==> src/ipst_pkg.sv <==
// Constants, register map and carrier types for the two-wire protocol
// status, address-match and line-timing block.
// Assumes a 32-bit register port with byte offsets and a 40 MHz clock.
package ipst_pkg;

  // ----------------------------------------
  // Register offsets
  // ----------------------------------------
  localparam logic [7:0] OFS_WAKE_STATUS = 8'h58;
  localparam logic [7:0] OFS_PROTOCOL_CONTROL = 8'h5C;
  localparam logic [7:0] OFS_INT_ENABLE = 8'h60;
  localparam logic [7:0] OFS_PROTOCOL_STATUS = 8'h64;
  localparam logic [7:0] OFS_ADDRESS_MATCH_STATUS = 8'h88;
  localparam logic [7:0] OFS_LINE_TIMING_CONTROL = 8'h8C;

  // ----------------------------------------
  // Field positions
  // ----------------------------------------
  // Event flags in interrupt-enable order; status bits follow below
  localparam int FLAG_COUNT = 7;
  localparam int FLAG_ACK = 6;
  localparam int FLAG_ERROR = 5;
  localparam int FLAG_ARB = 4;
  localparam int FLAG_NACK = 3;
  localparam int FLAG_STOP = 2;
  localparam int FLAG_START = 1;
  localparam int FLAG_TIMEOUT = 0;
  localparam int STS_WAKE_DIR = 17;
  localparam int STS_WAKE_ACK = 16;
  localparam int STS_SLAVE_READ = 15;
  localparam int STS_SLAVE_SEL = 14;
  localparam int STS_FLAGS_HI = 13;
  localparam int STS_FLAGS_LO = 8;
  localparam int STS_BUS_BUSY = 6;
  localparam int STS_TIMEOUT = 5;
  localparam int CTL_ENABLE = 31;
  localparam int CTL_TIMEOUT_COUNT_HI = 25;
  localparam int CTL_TIMEOUT_COUNT_LO = 16;
  localparam int CTL_TRIGGER = 5;
  localparam int CTL_STOP = 2;
  localparam int TM_HOLD_HI = 11;
  localparam int TM_HOLD_LO = 6;
  localparam int TM_SETUP_HI = 5;
  localparam int TM_SETUP_LO = 0;

  // ----------------------------------------
  // Reset values and widths
  // ----------------------------------------
  localparam int TIMEOUT_COUNT_W = 10;
  localparam int DELAY_W = 6;
  localparam logic [FLAG_COUNT-1:0] FLAGS_RESET = 7'h00;
  localparam logic [TIMEOUT_COUNT_W-1:0] TIMEOUT_COUNT_RESET = 10'h000;
  localparam logic [DELAY_W-1:0] DELAY_RESET = 6'h00;
  localparam logic [31:0] READ_ZERO = 32'h0000_0000;

  // ----------------------------------------
  // Carrier types
  // ----------------------------------------
  typedef struct packed {
    logic [7:0] addr;
    logic [31:0] wdata;
    logic wr;
    logic rd;
  } ipst_req_type;

  // One-cycle pulses and levels from the protocol engine
  typedef struct packed {
    logic ack;
    logic nack;
    logic arb_lost;
    logic addr0_match;
    logic addr1_match;
    logic slave_sel;
    logic slave_read;
    logic woken;
    logic wake_ack;
    logic wake_dir;
  } ipst_evt_type;

  typedef enum logic [1:0] {LINE_IDLE, LINE_HOLD, LINE_SETUP} ipst_line_type;

endpackage

==> src/ipst_status_timing.sv <==
// Protocol status, address-match status and SDA hold/setup timing
// for a controller in two-wire bus mode.
// Assumes a protocol engine on clk for event pulses and open-drain pads
// outside; SCL and SDA arrive asynchronously.
//
// Summary of operation
// Wake frame direction bit stored in bit 17
// Wake ack done sticks while wake flag set
// Slave read request status follows hardware
// Slave selected status follows hardware
// Master ack received sets flag bit 13
// Misplaced START or STOP sets bus error
// Software uses stop control after slave error
// Lost arbitration sets flag bit 11
// Master nack received sets flag bit 10
// Detected STOP sets flag bit 9
// START sets flag; slave only repeated START
// Bus busy between START and STOP
// Time-out event sets flag bit 5
// Flags clear only by writing one
// Enabled set flag requests protocol interrupt
// Own address matches set bits, write-one clears
// SDA change delayed by hold field clocks
// SCL rise delayed by setup field clocks
// Stretch SCL after events until trigger write
// Time-out counter runs when count nonzero, all flags clear and bus busy
// Wake-up flag set on wake, write-one clears
// Hardware set beats same-cycle software clear
// Status zero after reset, reserved read zero
//
// The strobed register port was chosen for this implementation.
`timescale 1ns/1ps
`default_nettype none

module ipst_status_timing
  import ipst_pkg::*;
(
  input wire logic clk,
  input wire logic rst,
  input wire logic ce,
  input wire ipst_req_type req,
  output logic [31:0] rdata,
  input wire ipst_evt_type evt,
  input wire logic master_mode,
  input wire logic tx_enable,
  input wire logic tx_bit,
  input wire logic scl_in,
  input wire logic sda_in,
  output logic scl_out,
  output logic scl_oe_n,
  output logic sda_out,
  output logic sda_oe_n,
  output logic protocol_irq,
  output logic slave_unaddress
);

  // ----------------------------------------
  // Pin synchronisers
  // ----------------------------------------
  logic scl_meta, scl_sync, scl_prev;
  logic sda_meta, sda_sync, sda_prev;

  always_ff @(posedge clk)
  begin
    if (rst)
    begin
      scl_meta <= 1'b1;
      scl_sync <= 1'b1;
      scl_prev <= 1'b1;
      sda_meta <= 1'b1;
      sda_sync <= 1'b1;
      sda_prev <= 1'b1;
    end
    else if (ce)
    begin
      scl_meta <= scl_in;
      scl_sync <= scl_meta;
      scl_prev <= scl_sync;
      sda_meta <= sda_in;
      sda_sync <= sda_meta;
      sda_prev <= sda_sync;
    end
  end

  logic start_det, stop_det, scl_rise, scl_fall;
  assign start_det = scl_sync && scl_prev && sda_prev && !sda_sync;
  assign stop_det = scl_sync && scl_prev && !sda_prev && sda_sync;
  assign scl_rise = scl_sync && !scl_prev;
  assign scl_fall = !scl_sync && scl_prev;

  // ----------------------------------------
  // Status and control registers
  // ----------------------------------------
  logic [FLAG_COUNT-1:0] flags, next_flags, flag_set, flag_en, next_flag_en;
  logic bus_busy, next_bus_busy;
  logic [3:0] bit_cnt, next_bit_cnt;
  logic match0, next_match0, match1, next_match1;
  logic wakeup_flag, next_wakeup_flag, wake_ack_done, next_wake_ack_done;
  logic wake_dir, next_wake_dir, slave_sel, next_slave_sel;
  logic slave_read, next_slave_read;
  logic proto_en, next_proto_en, stretch, next_stretch;
  logic [TIMEOUT_COUNT_W-1:0] timeout_count, next_timeout_count, to_cnt, next_to_cnt;
  logic [DELAY_W-1:0] hold_dly, next_hold_dly, setup_dly, next_setup_dly;
  logic next_slave_unaddress;
  logic [31:0] next_rdata, status_word;
  logic wr_ctl, wr_sts, wr_mat, to_hit, to_run, misplaced;

  always_comb
  begin
    status_word = READ_ZERO;
    status_word[STS_WAKE_DIR] = wake_dir;
    status_word[STS_WAKE_ACK] = wake_ack_done;
    status_word[STS_SLAVE_READ] = slave_read;
    status_word[STS_SLAVE_SEL] = slave_sel;
    status_word[STS_FLAGS_HI:STS_FLAGS_LO] = flags[FLAG_ACK:FLAG_START];
    status_word[STS_BUS_BUSY] = bus_busy;
    status_word[STS_TIMEOUT] = flags[FLAG_TIMEOUT];
  end

  always_comb
  begin
    wr_ctl = req.wr && (req.addr == OFS_PROTOCOL_CONTROL);
    wr_sts = req.wr && (req.addr == OFS_PROTOCOL_STATUS);
    wr_mat = req.wr && (req.addr == OFS_ADDRESS_MATCH_STATUS);
    // Misplaced: inside a byte, before its acknowledge clock
    misplaced = bus_busy && (bit_cnt != 4'h0) && (start_det || stop_det);
    // Hit only while counting, else a count of one fires on an idle bus
    to_run = (timeout_count != TIMEOUT_COUNT_RESET) && (flags == FLAGS_RESET) && bus_busy;
    to_hit = to_run && (to_cnt == timeout_count - 10'h001);

    flag_set = FLAGS_RESET;
    flag_set[FLAG_ACK] = evt.ack && master_mode;
    flag_set[FLAG_ERROR] = misplaced;
    flag_set[FLAG_ARB] = evt.arb_lost;
    flag_set[FLAG_NACK] = evt.nack && master_mode;
    flag_set[FLAG_STOP] = stop_det;
    flag_set[FLAG_START] = start_det && (master_mode || bus_busy);
    flag_set[FLAG_TIMEOUT] = to_hit;

    // Write one clears, set wins over clear
    next_flags = flags;
    if (wr_sts)
    begin
      next_flags[FLAG_ACK:FLAG_START] = flags[FLAG_ACK:FLAG_START] & ~req.wdata[STS_FLAGS_HI:STS_FLAGS_LO];
      next_flags[FLAG_TIMEOUT] = flags[FLAG_TIMEOUT] & ~req.wdata[STS_TIMEOUT];
    end
    next_flags = next_flags | flag_set;

    next_bus_busy = bus_busy;
    if (start_det)
      next_bus_busy = 1'b1;
    if (stop_det)
      next_bus_busy = 1'b0;

    next_bit_cnt = bit_cnt;
    if (start_det || stop_det)
      next_bit_cnt = 4'h0;
    else if (scl_rise && bus_busy)
      next_bit_cnt = (bit_cnt == 4'h8) ? 4'h0 : bit_cnt + 4'h1;

    next_match0 = (match0 && !(wr_mat && req.wdata[0])) || evt.addr0_match;
    next_match1 = (match1 && !(wr_mat && req.wdata[1])) || evt.addr1_match;

    next_wakeup_flag = (wakeup_flag && !(req.wr && req.addr == OFS_WAKE_STATUS && req.wdata[0]))
      || evt.woken;
    next_wake_ack_done = wake_ack_done;
    next_wake_dir = wake_dir;
    // Release of the ack-done bit is blocked while the wake flag stands
    if (wr_sts && req.wdata[STS_WAKE_ACK] && !wakeup_flag)
      next_wake_ack_done = 1'b0;
    if (evt.wake_ack)
    begin
      next_wake_ack_done = 1'b1;
      next_wake_dir = evt.wake_dir;
    end

    next_slave_sel = evt.slave_sel;
    next_slave_read = evt.slave_read;

    next_proto_en = proto_en;
    next_timeout_count = timeout_count;
    next_slave_unaddress = 1'b0;
    if (wr_ctl)
    begin
      next_proto_en = req.wdata[CTL_ENABLE];
      next_timeout_count = req.wdata[CTL_TIMEOUT_COUNT_HI:CTL_TIMEOUT_COUNT_LO];
      next_slave_unaddress = req.wdata[CTL_STOP];
    end

    // Stretch until trigger; STOP and disable also end it
    next_stretch = stretch;
    if ((wr_ctl && req.wdata[CTL_TRIGGER]) || !proto_en || stop_det)
      next_stretch = 1'b0;
    if (proto_en && |flag_set && !stop_det)
      next_stretch = 1'b1;

    // Counts only while every flag is clear and the bus is in use
    next_to_cnt = TIMEOUT_COUNT_RESET;
    if (to_run && !to_hit)
      next_to_cnt = to_cnt + 10'h001;

    next_flag_en = flag_en;
    if (req.wr && req.addr == OFS_INT_ENABLE)
      next_flag_en = req.wdata[FLAG_COUNT-1:0];

    next_hold_dly = hold_dly;
    next_setup_dly = setup_dly;
    if (req.wr && req.addr == OFS_LINE_TIMING_CONTROL)
    begin
      next_hold_dly = req.wdata[TM_HOLD_HI:TM_HOLD_LO];
      next_setup_dly = req.wdata[TM_SETUP_HI:TM_SETUP_LO];
    end

    // Unmapped offsets read as zero
    next_rdata = READ_ZERO;
    if (req.rd)
    begin
      unique case (req.addr)
        OFS_WAKE_STATUS: next_rdata[0] = wakeup_flag;
        OFS_PROTOCOL_CONTROL:
        begin
          next_rdata[CTL_ENABLE] = proto_en;
          next_rdata[CTL_TIMEOUT_COUNT_HI:CTL_TIMEOUT_COUNT_LO] = timeout_count;
          next_rdata[CTL_TRIGGER] = stretch;
        end
        OFS_INT_ENABLE: next_rdata[FLAG_COUNT-1:0] = flag_en;
        OFS_PROTOCOL_STATUS: next_rdata = status_word;
        OFS_ADDRESS_MATCH_STATUS: next_rdata[1:0] = {match1, match0};
        OFS_LINE_TIMING_CONTROL:
        begin
          next_rdata[TM_HOLD_HI:TM_HOLD_LO] = hold_dly;
          next_rdata[TM_SETUP_HI:TM_SETUP_LO] = setup_dly;
        end
        default: next_rdata = READ_ZERO;
      endcase
    end
  end

  always_ff @(posedge clk)
  begin
    if (rst)
    begin
      flags <= FLAGS_RESET;
      flag_en <= FLAGS_RESET;
      bus_busy <= 1'b0;
      bit_cnt <= 4'h0;
      match0 <= 1'b0;
      match1 <= 1'b0;
      wakeup_flag <= 1'b0;
      wake_ack_done <= 1'b0;
      wake_dir <= 1'b0;
      slave_sel <= 1'b0;
      slave_read <= 1'b0;
      proto_en <= 1'b0;
      stretch <= 1'b0;
      timeout_count <= TIMEOUT_COUNT_RESET;
      to_cnt <= TIMEOUT_COUNT_RESET;
      hold_dly <= DELAY_RESET;
      setup_dly <= DELAY_RESET;
      slave_unaddress <= 1'b0;
      rdata <= READ_ZERO;
    end
    else if (ce)
    begin
      flags <= next_flags;
      flag_en <= next_flag_en;
      bus_busy <= next_bus_busy;
      bit_cnt <= next_bit_cnt;
      match0 <= next_match0;
      match1 <= next_match1;
      wakeup_flag <= next_wakeup_flag;
      wake_ack_done <= next_wake_ack_done;
      wake_dir <= next_wake_dir;
      slave_sel <= next_slave_sel;
      slave_read <= next_slave_read;
      proto_en <= next_proto_en;
      stretch <= next_stretch;
      timeout_count <= next_timeout_count;
      to_cnt <= next_to_cnt;
      hold_dly <= next_hold_dly;
      setup_dly <= next_setup_dly;
      slave_unaddress <= next_slave_unaddress;
      rdata <= next_rdata;
    end
  end

  assign protocol_irq = |(flags & flag_en);

  // ----------------------------------------
  // SDA hold and setup timing
  // ----------------------------------------
  ipst_line_type line_state, next_line_state;
  logic [DELAY_W-1:0] dly_cnt, next_dly_cnt;
  logic next_sda_oe_n;

  always_comb
  begin
    next_line_state = line_state;
    next_dly_cnt = dly_cnt;
    next_sda_oe_n = tx_enable ? sda_oe_n : 1'b1;
    unique case (line_state)
      LINE_IDLE:
        if (tx_enable && scl_fall)
        begin
          next_line_state = LINE_HOLD;
          next_dly_cnt = hold_dly;
        end
      LINE_HOLD:
        if (dly_cnt == DELAY_RESET)
        begin
          // Open drain: enable low pulls SDA to zero
          next_sda_oe_n = tx_bit;
          next_line_state = (setup_dly == DELAY_RESET) ? LINE_IDLE : LINE_SETUP;
          next_dly_cnt = setup_dly - 6'h01;
        end
        else
          next_dly_cnt = dly_cnt - 6'h01;
      LINE_SETUP:
        if (dly_cnt == DELAY_RESET)
          next_line_state = LINE_IDLE;
        else
          next_dly_cnt = dly_cnt - 6'h01;
    endcase
  end

  always_ff @(posedge clk)
  begin
    if (rst)
    begin
      line_state <= LINE_IDLE;
      dly_cnt <= DELAY_RESET;
      sda_oe_n <= 1'b1;
    end
    else if (ce)
    begin
      line_state <= next_line_state;
      dly_cnt <= next_dly_cnt;
      sda_oe_n <= next_sda_oe_n;
    end
  end

  // Holding SCL low covers both the setup gap and the stretch
  assign scl_oe_n = !(line_state == LINE_SETUP || stretch);
  assign scl_out = 1'b0;
  assign sda_out = 1'b0;
endmodule // ipst_status_timing

`default_nettype wire

==> config.mk <==
export PLATFORM = sky130hd
export DESIGN_NAME = ipst_status_timing
export DESIGN_NICKNAME = d
export VERILOG_FILES = /design/src/ipst_pkg.sv /design/src/ipst_status_timing.sv
export SDC_FILE = /design/constraint.sdc
export NUM_CORES = 1
export LEC_CHECK = 0
export BUFFER_PORTS_ARGS = -buffer_cell sky130_fd_sc_hd__clkbuf_2
export CAP_MARGIN = 20
export CORE_MARGIN = 1.5
export CORE_UTILIZATION = 50
export CTS_CLUSTER_DIAMETER = 100
export CTS_CLUSTER_SIZE = 25
export DETAILED_ROUTE_END_ITERATION = 10
export GPL_TIMING_DRIVEN = 0
export PLACE_DENSITY = 0.79
export SLEW_MARGIN = 20
export SYNTH_ARGS = -nofsm -noshare
export SYNTH_HDL_FRONTEND = slang
export SYNTH_SLANG_ARGS = --single-unit
==> constraint.sdc <==
create_clock -name clk -period 2.27 [get_ports clk]
set_input_delay 0.454 -clock clk [delete_from_list [all_inputs] [get_ports clk]]
set_output_delay 0.454 -clock clk [all_outputs]
set_load 0.1 [all_outputs]
== Word-level counts from Yosys, hierarchy flattened ==
Index checks and enable logic that the tools add are counted.
Storage, ports and cells
  output and inout port bits: 38
  flip-flop bits (word level): 108
Cells by class
  reductions and logical operators: 77
  muxes and demuxes: 34
  bitwise gates (word level): 6
  equality and inequality tests: 14
  add/sub/neg operators: 5
Operators by type and width (count)
  $logic_and A1 B1 Y1: 35
  $eq A8 B7 Y1 const B: 4
  $mux W32: 1
  $pmux W10 S2: 1
  $mux W6: 3
  $pmux W6 S3: 1
  $eq A8 B8 Y1 const B: 2
  $mux W4: 4
  $reduce_and A2 Y1: 8
  $reduce_or A7 Y1: 2
  $logic_not A1 Y1: 12
  $logic_not A6 Y1: 2
  $sub A6 B1 Y6 const B: 2
  $mux W1: 11
  $add A10 B1 Y10 const B: 1
  $eq A10 B10 Y1: 1
  $mux W10: 1
  $pmux W5 S2: 1
  $reduce_bool A10 Y1: 1
  $sub A10 B1 Y10 const B: 1
  $logic_or A1 B1 Y1: 8
  $mux W2: 4
  $ne A2 B2 Y1 const B: 4
  $pmux W1 S4: 2
  20 further kinds: 24

== Depth between registers and ports, before layout ==
Gate-level depths: netlist of the first run.
  depth after elaboration: 10
  gate-level depth with buffers: 9

== Worst setup path after synthesis of the first run ==
Ideal clock, no wire load.
  kind: flip-flop to flip-flop
  start: register timeout_count[0]
  end: register to_cnt[4]
  path slack: -211 ps
  cell stages (with the launch flop): 10
  arrival time: 2359 ps
  path buffers: 1
  cell sequence: dfxtp_1 inv_1 ha_1 or3b_1 buf_6 or4_4 a221oi_2 o2111ai_1 o21bai_2 nor2_1
Between the ends
  word-level cells in the longest chain between the ends: 7
  elaborated cells between the ends (all ways): 9
  classes of those cells: add/sub (1); eq/ne (1); mux (1); reduce/logical (6)
RTL lines
  start, declared: RTL line ipst_status_timing.sv:102  | logic [TIMEOUT_COUNT_W-1:0] timeout_count, next_timeout_count, to_cnt, next_to_cnt;
  start signal, assigned: RTL line ipst_status_timing.sv:278  | timeout_count <= next_timeout_count;
  parallel branches: the longest is 5 deep, another holds $sub A10 B1 Y10
  $logic_and A1 B1 Y1 (*): RTL line ipst_status_timing.sv:199  | if (to_run && !to_hit)
  $mux W10 (*): RTL line ipst_status_timing.sv:199
  end signal, assigned: RTL line ipst_status_timing.sv:279  | to_cnt <= next_to_cnt;
  end, declared: RTL line ipst_status_timing.sv:102
Every way passes the cells marked *.
A chain may end at the register's enable or synchronous reset.

== Worst setup path after layout of the first run ==
  start: register timeout_count[0]
  end: register flags[0]
Between the ends
  word-level cells in the longest chain between the ends: 5
  elaborated cells between the ends (all ways): 7
  classes of those cells: add/sub (1); eq/ne (1); bitwise (1); reduce/logical (4)
RTL lines
  parallel branches: the longest is 3 deep, another holds $sub A10 B1 Y10
  $logic_and A1 B1 Y1 (*): RTL line ipst_status_timing.sv:129  | to_hit = to_run && (to_cnt == timeout_count - 10'h001);
  $or A7 B7 Y7 (*): RTL line ipst_status_timing.sv:147  | next_flags = next_flags | flag_set;
  end signal, assigned: RTL line ipst_status_timing.sv:265  | flags <= next_flags;
  end, declared: RTL line ipst_status_timing.sv:94  | logic [FLAG_COUNT-1:0] flags, next_flags, flag_set, flag_en, next_flag_en;
Marked as above.

==> results.md, run 1 <==
- Yosys instantiated no cell more often than dfxtp_1.
- CTS saw just over 100 sinks.
- The endpoint of the lowest-slack register-to-register path is flags[0]$_SDFFE_PP0P_.
- Counting I/O delays and the setup requirement, the final critical path takes ~2.5 ns.
- The number of different library cells in the post-synthesis netlist is 66.
- In the final layout, the share of cells above drive strength 1 is around 21%.
- The post-synthesis instance total is around 580.
- For this design the ratio of total power to cell area is 557 nW/um^2.
- The clock edge transition at the registers on the reported setup and hold paths is ~0.10 ns.
- For the worst setup path, the data required time is between 2 and 3 ns.
- The initial cell density of the core is roughly 50%.
- Setup repair after global routing could not meet its margin everywhere.
- The total routed wirelength is around 14000 um.
- The worst hold slack is 0.278 ns.
- The area added between synthesis and finish is 19.6%.
- STA classifies the critical path endpoint as a register.
- The type of the setup path with the least slack is reg -> reg.
- The cell count along the critical path is 9.
- The number of enable flip-flop cells after synthesis is 0.
- The global-route total usage across every layer is 27.0%.
- The detailed-placement wirelength estimate is between 10000 and 15000 um.
- The mean post-synth cell area is around 8.7 um^2.
- After synthesis, the cell types taking the most area are dfxtp_1 41%, mux2i_1 7.2%, nor2_1 6.9%.
- The critical path goes through inv_2 > ha_4 > or3b_4 > or4_4 > a221oi_4 > buf_4 > o2111ai_4 > or2_1 > a21oi_2.
- The final-report max-slew violation count is 0.
- At the end of routability-driven placement, the weighted congestion stood at 0.935.
- For this run, the top clock speed supported by timing is 0.398 GHz.
- The CTS H-tree depth is 3.
- The maximum number of buffers from clock root to sink is 2.
- The startpoint identified for the worst register-to-register timing path is timeout_count[0]$_SDFFE_PP0P_.
- Summing all multi-input logic gate instances after layout gives ~2800 um^2.
- In the routed layout, each cell is associated on average with a via count of 5.87.
- The pre-antenna-repair detailed-routing pass consisted of 5 iterations.
- The finished layout holds between 800 and 900 standard cells, fillers aside.
- The number of global-route vias before repair is 4513.
- The worst register-to-register path has a depth of 9.
- Of all cell types, the one taking the most synthesized area is dfxtp_1.
- The number of fill cells is 876.
- VDD sags by at most approximately 0.00032 V.
- The slowest stage of the critical path belongs to the cell or4_4.
- The worst-case setup margin in the final layout is -0.240 ns.
- In the final routed layout, each cell accounts on average for about 17 um.
- The checks that failed: setup timing.
- The total of max-cap violations is 0.
- Including well taps, the total number of placed cells is about 800.
- The first global-routing pass estimated 22000 um of wire.
- The TritonCTS clock tree is built.
- From bottom edge to top edge, the die measures a little over 100 um.
- The aggregate global routing overflow is 0.
- The launching element type of the critical path is a register.
- The tightest min-delay check is of the in -> reg type.
- For this run, the leading register cell type out of synthesis is dfxtp_1.
- The number of antenna violations at the first check in global routing is 0.
- The TritonCTS buffer count is 9.
- The start point of the critical path is timeout_count[0]$_SDFFE_PP0P_.
- In this design, the stage delay of the slowest critical-path cell is 0.50 ns.
- The final number of hold-violating endpoints was 0.
- Summing over every cut layer, the via total after detailed routing is 4829.
- The portion of the clock cycle consumed by the worst path in the final layout is 111%.
- The share of synthesized registers carrying an async set or reset is 0%.
- The clock latency at the later pin of the worst-skew pair is roughly 0.38 ns.
- In this run, synthesis produced a sequential element count of between 100 and 150.
- Input and output buffers added on the ports amount to 83.
- The clock skew after layout is between 0.01 and 0.015 ns.
- During I/O placement, the number of pins put on the boundary was slightly below 100.
- The largest net degree at the start of global routing is 18.
- From left edge to right edge, the die measures 103 um.
- The area occupied by registers is 2070 um^2.
- The commonest cells after synthesis are 103 x dfxtp_1, 92 x nor2_1, 52 x nand2_1.
- The master cell of the clock root buffer is clkbuf_8.
- For this design the static power due to leakage is about 2.5 nW.
- The tightest slew margin relative to the limit is 48.3%.
- The worst-margin pin slew is a little under 0.8 ns.
- The end of the critical path is flags[0]$_SDFFE_PP0P_.
- The number of nets in the final layout is between 700 and 800.
- The netlist area before placement is roughly 5000 um^2.
- The run finished, with violations left.
- The DRC violations left is 0.
- After floorplanning, the core was sized to cover around 10000 um^2.
- The area of the die is roughly 11000 um^2.
- For the final routed database, the setup TNS stands at -2.28 ns.
- The number of buffers and inverters on the critical path is 2.
- The signal arrival time at the worst endpoint is 2.82 ns.
- The standard-cell row count is 36.
- The number of antenna diodes in the final layout is 0.
- Grouping stages by cell kind, the critical path spends the most delay in simple AND/OR/NAND/NOR gates.
- Of the synthesized area, sequential elements account for just over 40%.
- The share of the synthesized area in the top cell type is 41.2%.
- The total of warnings raised by yosys is 0.
- The internal reg-to-reg setup slack is -0.24 ns.
- The number of design-rule violations left by the first detailed-router iteration is between 400 and 500.
- The maximum fanout along the worst path is 6.
- Setup violations remaining at the end of the flow were counted as 12.
- The number of routed nets with antenna violations is 0.
- After clock tree synthesis, the flow added hold-fix buffers numbering 0.
## where the power goes
| part | internal [mW] | switching, mW | total, mW |
|---|---|---|---|
| Sequential | 1.83 | 0.0281 | 1.86 |
| Combinational | 0.122 | 0.235 | 0.357 |
| Clock | 0.440 | 0.678 | 1.12 |
| Total | 2.39 | 0.941 | 3.33 |
## layout by cell type (no fill, tap or decap), types with 5 or more instances in the layout
| master | synthesis | final |
|---|---|---|
| a211o_1 | 6 | 6 |
| a21oi_1 | 30 | 30 |
| a22oi_1 | 30 | 30 |
| buf_4 | 8 | 15 |
| clkbuf_1 | 21 | 22 |
| clkbuf_2 | 0 | 84 |
| clkbuf_8 | 0 | 10 |
| conb_1 | 1 | 7 |
| dfxtp_1 | 103 | 101 |
| ha_1 | 10 | 8 |
| inv_1 | 16 | 14 |
| mux2i_1 | 36 | 36 |
| nand2_1 | 52 | 51 |
| nand3_1 | 14 | 14 |
| nand3b_1 | 5 | 5 |
| nand4_1 | 7 | 7 |
| nor2_1 | 92 | 90 |
| nor2b_1 | 6 | 6 |
| nor3_1 | 11 | 10 |
| o21ai_0 | 15 | 14 |
| xnor2_1 | 11 | 11 |
| xor2_1 | 14 | 14 |
## metrics by stage
step	cell area (um^2)	setup slack [ns]	util, %	total power, mW
after floorplan	5050	-0.178	-	2.11
after global placement	5640	-0.575	57.9	2.23
after detailed placement	5640	-0.609	57.9	2.23
after CTS	5930	-0.270	60.9	3.32
after global routing	5990	-0.315	61.5	3.45
final	5990	-0.240	61.5	3.33
## sequential cells by signal, indices dropped and copies added, names as in the netlist, 2 cells and up
signal	cells
rdata	27
timeout_count	10
to_cnt	10
flag_en	7
flags	7
dly_cnt	6
hold_dly	6
setup_dly	6
bit_cnt	4
line_state	2
## logic make-up (layout without fill, tap and decap cells)
family	count (synthesis)	count (layout)	synth area share (%)
adders and majority gates	10	10	2.50
other	1	7	0.0749
muxes	36	36	7.20
AOI/OAI and AO/OA	125	125	17.7
xor gates and xnor gates	26	26	4.90
and+or+nand+nor	224	224	21.4
buffers and inverters	52	159	5.08
DFF	103	103	41.2
## per-layer routing
metal | vias to the layer above | track usage, % | share of wire (%)
li1 | 2269 | - | -
met1 | 2261 | 35.4 | 41
met2 | 276 | 44.7 | 47
met3 | 23 | 4.68 | 10
met4 | 0 | 9.98 | 1.6
met5 | - | 0 | 0
## area by class of cell
type / instances / share of cell area, %
Multi-Input combinational cell: 428 / 47.3
Buffer: 35 / 3.07
Inverter: 16 / 1.00
Sequential cell: 103 / 34.6
Tap cell: 133 / 2.78
Timing Repair Buffer: 92 / 8.19
Clock buffer: 11 / 2.36
Clock inverter: 5 / 0.690
## how the worst min path moves through the flow
stage	from	to	slack, ns	cells after the start
6_report	scl_in	scl_meta$_SDFFE_PP1P_	0.28	2
5_1_grt	scl_in	scl_meta$_SDFFE_PP1P_	0.27	2
4_1_cts	scl_in	scl_meta$_SDFFE_PP1P_	0.28	2
3_5_place_dp	sda_meta$_SDFFE_PP1P_	sda_sync$_SDFFE_PP1P_	0.45	1
3_3_place_gp	scl_meta$_SDFFE_PP1P_	scl_sync$_SDFFE_PP1P_	0.43	1
2_1_floorplan	sda_meta$_SDFFE_PP1P_	sda_sync$_SDFFE_PP1P_	0.43	1
## what timing repair did
item / 4_1_cts / 5_1_grt
gates resized for setup: 13 / 11
pin swaps: 11 / 5
gates cloned: 0 / 0
setup buffers: 6 / 3
setup endpoints to repair: 39 / 34
No activity file was read; power rests on OpenSTA's default activity.
==> run 2: changes to the inputs <==
- ABC_AREA: not set -> 1
==> results.md, run 2 <==
- The flow ran to the end, and the final reports show no timing, DRC or antenna violations.
- The signal on the critical path passes through nand2_1 > o21ai_0 > a221oi_1 > nand4_1 > clkbuf_2.
- The register with the most flip-flops in the final layout is rdata.
- The number of nets in the final layout came to 866 (+15%).
- The total clock sinks is 103 (unchanged).
- The global-route total usage across every layer is 28.3% (+1.3 points).
- The tightest slew margin relative to the limit was 59.4% (+11 points).
- The proportion of layout cells with a drive suffix above 1 came to 15.7% (-5.7 points).
- The worst-margin pin slew came to 0.609 ns (-0.162 ns).
- The number of antenna violations at the first check in global routing came to 0 (unchanged).
- The internal reg-to-reg setup slack is 0.26 ns (+0.50 ns).
- The peak per-stage delay on the critical path is 0.41 ns (-0.09 ns).
- The core area is 9730 um^2 (unchanged).
- The cell count along the critical path is 5 (-4).
- By instance count, the leading cell after synthesis is nand2_1.
- The total of max-cap violations came to 0 (unchanged).
- The portion of the clock cycle consumed by the worst path in the final layout came to 94.1% (-17 points).
- The power density over cell area was 629 nW/um^2 (+13%).
- Setup repair after global routing left no endpoint under its margin.
- The number of port buffers is 82 (-1.2%).
- The detailed-placement wirelength estimate is 11300 um (+13%).
- The area added between synthesis and finish is 15.9%.
- The number of antenna diodes is 0 (unchanged).
- By area the synthesized netlist is led by dfxtp_1 41%, nand2_1 11%, a21oi_1 8.5%.
- The number of enable flip-flop cells after synthesis is 0 (unchanged).
- The number of global-route vias before repair is 4954 (+9.8%).
- The share of the synthesized area in the top cell type is 41.2% (about the same).
- The number of different library cells in the post-synthesis netlist is 44 (-33%).
- The final-report max-slew violation count is 0 (unchanged).
- The largest area contributor in the netlist is dfxtp_1.
- The standard-cell row count is 36 (unchanged).
- The total of warnings raised by yosys is 0 (unchanged).
- The share of synthesized registers carrying an async set or reset is 0% (unchanged).
- The family of cells with the greatest summed delay on the critical path is buffers and inverters.
- The net switching component of the power was 1.19 mW (+27%).
- The top cell types in the final layout, fill and taps aside, are 146 x nand2_1, 103 x dfxtp_1, 85 x a21oi_1.
- The worst setup path is of the reg -> out kind.
- The slowest cell on the critical path is clkbuf_2.
- The flip-flop count of the largest register, all copies and words added was 27 (unchanged).
- The internal power component is 2.46 mW (+2.6%).
- The maximum number of buffers from clock root to sink is 2 (unchanged).
- Tracing the worst setup path back leads to its startpoint at flags[2]$_SDFFE_PP0P_.
- The DRC violations left is 0 (unchanged).
- The number of setup buffers added after CTS is 0 (-6).
- Leaving out fill and tap cells, the most frequent cell in the layout is nand2_1.
- The floorplan die height came to 103 um (about the same).
- The netlist area before placement was 5010 um^2 (about the same).
- The aggregate global routing overflow came to 0 (unchanged).
- The total routed wirelength is 14600 um (+4.4%).
- TritonCTS built the clock tree.
- The mean post-synth cell area was 7.18 um^2 (-17%).
- The detailed-router iteration count before antenna repair is 6 (+1).
- The maximum clock frequency was 0.468 GHz (+18%).
- The largest net degree at the start of global routing is 21 (+3).
- The wire length of the first global-routing pass is 23200 um (+5.2%).
- The data required time at the worst endpoint came to 1.82 ns (-0.76 ns).
- The sequential share of the synthesized area came to 41.2% (about the same).
- The number of vias per cell after detailed routing is 5.58 (-5.0%).
- The critical path capture point type is an output pin.
- The post-synthesis instance total came to 697 (+21%).
- The total number of vias was 5209 (+7.9%).
- The final number of hold-violating endpoints is 0 (unchanged).
- The final estimated routing congestion in global placement is 0.933 (-0.12%).
- The post-route minimum period is 2.14 ns (-0.375 ns).
- The clock edge transition at the registers on the reported setup and hold paths is 0.11 ns (about the same).
- The number of cells traversed by the worst register-to-register path came to 15 (+6).
- The maximum fanout along the worst path is 4 (-2).
- The start of the worst register-to-register path is timeout_count[0]$_SDFFE_PP0P_.
- The signal arrival time at the worst endpoint is 1.68 ns (-1.14 ns).
- The end of the critical path is protocol_irq.
- The number of design-rule violations left by the first detailed-router iteration is 378 (-7.6%).
- The number of fill cells is 920 (+5.0%).
- The clock latency at the later pin of the worst-skew pair is 0.38 ns (about the same).
- The fraction of power consumed by sequential logic is 51.8% (-3.9 points).
- The initial cell density of the core is 51.5% (about the same).
- The master cell of the clock root buffer is clkbuf_8.
- The critical path buffer and inverter count is 1 (-1).
- The leakage dissipation came to 2.37 nW (-4.8%).
- In the final layout, the registers with the most flip-flops are rdata x27, timeout_count x10, to_cnt x10.
- The average wire length per cell after detail routing came to 15.6 um (-8.0%).
- The count of hold buffers inserted by post-cts repair came to 0 (unchanged).
- The area of the die is 10600 um^2 (about the same).
- The setup violation total in the final timing report is 0 (-12).
- The switching portion of total power is 32.7% (+4.5 points).
- The TritonCTS buffer count came to 9 (unchanged).
- Among all flip-flop cells after synthesis, the most frequent one is dfxtp_1.
- The clock power share is 32.2% (-1.3 points).
- The clock skew after layout is 0.0108 ns (-0.00319 ns).
- The horizontal extent of the die is 103 um (about the same).
- The endpoint of the lowest-slack register-to-register path is to_cnt[0]$_SDFFE_PP0P_.
- The CTS H-tree depth is 3 (unchanged).
- The launching element type of the critical path is a register.
- In the synthesized netlist, the cells that appear most often are 146 x nand2_1, 103 x dfxtp_1, 85 x a21oi_1.
- The tightest min-delay check is of the in -> reg type.
- The relative contribution of combinational cells to total power came to 16.1% (+5.4 points).
- The number of ports placed on the die boundary was 98 (unchanged).
- The overall power is 3.65 mW (+9.4%).
- The summed negative setup slack over all endpoints came to 0 ns (+2.28 ns).
- The number of register bits inferred by synthesis is 103 (unchanged).
- The post-cts gate resize count was 0 (-13).
- The number of routed nets with antenna violations is 0 (unchanged).
- The maximum vdd drop was 0.000388 V (+21%).
[run 2: cell types whose count changed after synthesis, sizes merged, moves of 5 or more]
cell	delta
inv	+54
clkbuf	-5
a22oi	-27
a211o	-6
nand2	+96
nand3	+43
a31oi	+6
nor2b	-6
o21ai	+38
mux2i	-36
a21oi	+54
or3	-7
xnor2	-5
nor2	-38
[run 2: through the flow]
step / utilization [%] / setup WS (ns) / instances / area, um^2 / hold slack, ns
3_3_place_gp: 57.7 / 0.136 / 918 / 5610 / 0.446
6_report: 59.7 / 0.134 / 934 / 5810 / 0.288
3_5_place_dp: 57.7 / 0.123 / 918 / 5610 / 0.458
5_1_grt: 59.7 / 0.0210 / 934 / 5810 / 0.295
4_1_cts: 59.7 / 0.137 / 934 / 5810 / 0.290
2_1_floorplan: - / 0.260 / 703 / 5030 / 0.429
[run 2: power by group through the flow]
stage	clock network [mW]	registers, mW	logic, mW
floorplan	0	1.92	0.405
global placement	0	1.93	0.556
detailed placement	0	1.93	0.573
CTS	1.17	1.89	0.575
global route	1.25	1.89	0.648
finish	1.17	1.89	0.586
[run 2: cell families (layout without fill, tap and decap cells)]
group / Yosys count / after routing / synth area share, %
compound gates: 170 / 170 / 18.4
xor+xnor: 22 / 22 / 3.85
fa+ha+maj: 10 / 10 / 2.50
buf+inv: 106 / 204 / 8.82
flops: 103 / 103 / 41.2
other cells: 1 / 7 / 0.0749
simple gates: 285 / 285 / 25.1
[run 2: worst register-to-register path, delay by kind of cell (launching register included)]
family | cells | cell delay [ns]
fa+ha+maj | 1 | 0.22
buf+inv | 1 | 0.15
compound gates | 1 | 0.05
simple gates | 12 | 1.14
flops | 1 | 0.37
[run 2: how the worst min path moves through the flow]
stage | start | cells after the start | endpoint | slack, ns
after floorplan | scl_meta$_SDFFE_PP1P_ | 2 | scl_meta$_SDFFE_PP1P_ | 0.43
after global routing | evt[4] | 3 | slave_sel$_SDFFE_PP0P_ | 0.29
after detailed placement | slave_read$_SDFFE_PP0P_ | 2 | rdata[15]$_SDFFE_PP0P_ | 0.46
final | evt[3] | 3 | slave_read$_SDFFE_PP0P_ | 0.29
after CTS | evt[3] | 3 | slave_read$_SDFFE_PP0P_ | 0.29
after global placement | sda_meta$_SDFFE_PP1P_ | 2 | sda_meta$_SDFFE_PP1P_ | 0.45
[run 2: final cells by class]
cell class	instances	area [um^2]	share of cell area (%)
Inverter	73	274	4.72
Clock inverter	7	72.6	1.25
Multi-Input combinational cell	494	2530	43.6
Timing Repair Buffer	82	410	7.07
Tap cell	133	166	2.87
Clock buffer	9	124	2.13
Buffer	33	168	2.89
Sequential cell	103	2060	35.5
[run 2: routing by layer]
metal	GRT usage, %	vias up	routed length [um]
li1	-	2513	-
met1	33.9	2415	6070
met2	49.9	241	6970
met3	6.85	40	1100
met4	9.36	0	454
met5	0	-	0
==> run 3: changes to the inputs <==
- REMOVE_ABC_BUFFERS: not set -> 1
==> results.md, run 3 (synthesis results as in run 2) <==
- The horizontal extent of the die is 103 um (unchanged).
- The number of fill cells came to 948 (+3.0%).
- The total of max-cap violations is 0 (unchanged).
- The global-route total usage across every layer was 25.0% (-3.3 points).
- The clock latency at the later pin of the worst-skew pair was 0.36 ns (-0.02 ns).
- The critical path buffer and inverter count is 2 (+1).
- The detailed-router iteration count before antenna repair is 5 (-1).
- The worst hold slack is 0.308 ns (+0.0203 ns).
- The final estimated routing congestion in global placement is 0.882 (-5.5%).
- The maximum fanout along the worst path is 4 (unchanged).
- The total number of vias is 5000 (-4.0%).
- The maximum number of buffers from clock root to sink is 2 (unchanged).
- The largest net degree at the start of global routing is 58 (+180%).
- The detailed-placement wirelength estimate is 9350 um (-17%).
- The maximum vdd drop was 0.000308 V (-21%).
- The proportion of layout cells with a drive suffix above 1 was 15.0% (-0.68 points).
- The wire length of the first global-routing pass is 21100 um (-8.8%).
- The number of vias per cell after detailed routing is 5.53 (-0.83%).
- The number of global-route vias before repair is 4474 (-9.7%).
- The leakage dissipation came to 2.29 nW (-3.5%).
- Traced cell by cell, the critical path runs through inv_1 > ha_1 > nor2_1 > clkbuf_2.
- The portion of the clock cycle consumed by the worst path in the final layout is 94.4% (+0.34 points).
- The launching element type of the critical path is a register.
- The summed negative setup slack over all endpoints is 0 ns (unchanged).
- The total clock sinks is 103 (unchanged).
- The critical path capture point type is an output pin.
- The number of antenna diodes came to 0 (unchanged).
- The cell family contributing the most delay on the critical path is buffers and inverters.
- The core area came to 9730 um^2 (unchanged).
- The standard-cell row count is 36 (unchanged).
- Setup repair after global routing left no endpoint under its margin.
- The final-report max-slew violation count was 0 (unchanged).
- The signal arrival time at the worst endpoint came to 1.69 ns (about the same).
- The clock edge transition at the registers on the reported setup and hold paths came to 0.10 ns (about the same).
- By startpoint and endpoint, the worst setup path is classified as reg -> out.
- The CTS H-tree depth is 3 (unchanged).
- The initial cell density of the core is 51.5% (unchanged).
- The data required time at the worst endpoint is 1.82 ns (about the same).
- The number of routed nets with antenna violations came to 0 (unchanged).
- The aggregate global routing overflow came to 0 (unchanged).
- The area added between synthesis and finish is 13.1%.
- The setup violation total in the final timing report was 0 (unchanged).
- The DRC violations left is 0 (unchanged).
- The top cell types in the final layout, fill and taps aside, are 146 x nand2_1, 103 x dfxtp_1, 85 x a21oi_1.
- The TritonCTS buffer count came to 9 (unchanged).
- Leaving out fill and tap cells, the most frequent cell in the layout is nand2_1.
- The final number of hold-violating endpoints is 0 (unchanged).
- The tightest slew margin relative to the limit is 46.4% (-13 points).
- The number of design-rule violations left by the first detailed-router iteration is 383 (+1.3%).
- The flip-flop count of the largest register, all copies and words added was 27 (unchanged).
- The maximum clock frequency is 0.467 GHz (-0.36%).
- The average wire length per cell after detail routing is 14.3 um (-8.2%).
- The clock skew after layout is 0.0110 ns (+0.000204 ns).
- The min-delay analysis places its worst path in the category in -> reg.
- The number of ports placed on the die boundary is 98 (unchanged).
- The peak per-stage delay on the critical path is 0.48 ns (+0.07 ns).
- The total routed wirelength is 13000 um (-11%).
- The area of the die is 10600 um^2 (unchanged).
- The largest individual stage delay along the critical path comes from the cell clkbuf_2.
- The TritonCTS clock tree is built.
- The post-route minimum period is 2.14 ns (+0.00768 ns).
- The number of antenna violations at the first check in global routing is 0 (unchanged).
- The tree is rooted in a clkbuf_8.
- The largest registers in the layout are rdata x27, timeout_count x10, to_cnt x10.
- The number of port buffers is 83 (+1.2%).
- The flow ran to the end, and the final reports show no timing, DRC or antenna violations.
- The fraction of the core area covered by cells at the end of the flow is 58.2% (-1.5 points).
- The floorplan die height came to 103 um (unchanged).
- The register ranked first by flip-flop count is rdata.
- The worst-margin pin slew was 0.802 ns (+0.193 ns).
- The number of nets in the final layout came to 837 (-3.3%).
- The power density over cell area came to 634 nW/um^2 (+0.82%).
==> run 3: cell types whose count changed in the layout (fill, tap and decap cells not counted), moves of 2 or more <==
| cell | delta |
|---|---|
| buf_1 | -3 |
| buf_2 | -5 |
| buf_4 | -5 |
| clkbuf_1 | -15 |
| clkbuf_4 | +2 |
| inv_8 | -3 |
==> run 3: worst reg2reg max path: stages, from the launching register on <==
cell	delay [ns]
dfxtp_1	0.36
inv_1	0.14
ha_1	0.22
nand2_1	0.14
nor2_2	0.15
nand2_1	0.07
nand2_1	0.08
nand2_1	0.05
nand2_1	0.06
nand2_1	0.09
nor2_2	0.17
nand2_1	0.08
nand2_1	0.06
nand2_1	0.08
nand2_4	0.14
nor2_1	0.07
==> run 3: repair_timing <==
action / CTS / global route
setup buffers: 0 / 3
hold buffers: 0 / 0
pin swaps: 0 / 1
resized for setup: 2 / 1
endpoints found under the setup margin: 16 / 10
==> run 3: power breakdown <==
part | internal, mW | switching, mW
Clock | 0.508 | 0.645
Combinational | 0.156 | 0.393
Sequential | 1.85 | 0.0366
Total | 2.51 | 1.07
==> run 3: metrics by stage <==
| step | power, mW | area [um^2] | cells | setup WS [ns] |
|---|---|---|---|---|
| detailed placement | 2.47 | 5450 | 886 | -0.515 |
| global placement | 2.46 | 5440 | 886 | -1.05 |
| global route | 3.73 | 5660 | 904 | 0.00178 |
| floorplan | 2.29 | 4860 | 670 | -0.0477 |
| finish | 3.59 | 5660 | 904 | 0.127 |
| CTS | 3.59 | 5640 | 901 | 0.119 |
==> run 3: final timing paths <==
path / from / slack [ns] / cells past startpoint / to
setup / recovery: line_state[0]$_SDFFE_PP0P_ / 0.13 / 4 / scl_oe_n
hold / removal: sda_in / 0.31 / 3 / sda_meta$_SDFFE_PP1P_
setup reg to reg: timeout_count[0]$_SDFFE_PP0P_ / 0.23 / 15 / to_cnt[3]$_SDFFE_PP0P_
hold reg to reg: slave_sel$_SDFFE_PP0P_ / 0.47 / 2 / rdata[14]$_SDFFE_PP0P_
==> run 3: layout make-up <==
type	instances	area, um^2	share of cell area, %
Multi-Input combinational cell	494	2530	44.7
Clock inverter	5	60.1	1.06
Timing Repair Buffer	86	443	7.82
Sequential cell	103	2060	36.4
Tap cell	133	166	2.94
Clock buffer	10	128	2.25
Inverter	73	275	4.86
==> run 3: per-layer routing <==
layer  track usage, %  part of all wire, %
met1             34.6                   45
met4             6.34                  1.4
met2             41.0                   45
met3             4.07                  7.8
met5                0                    0
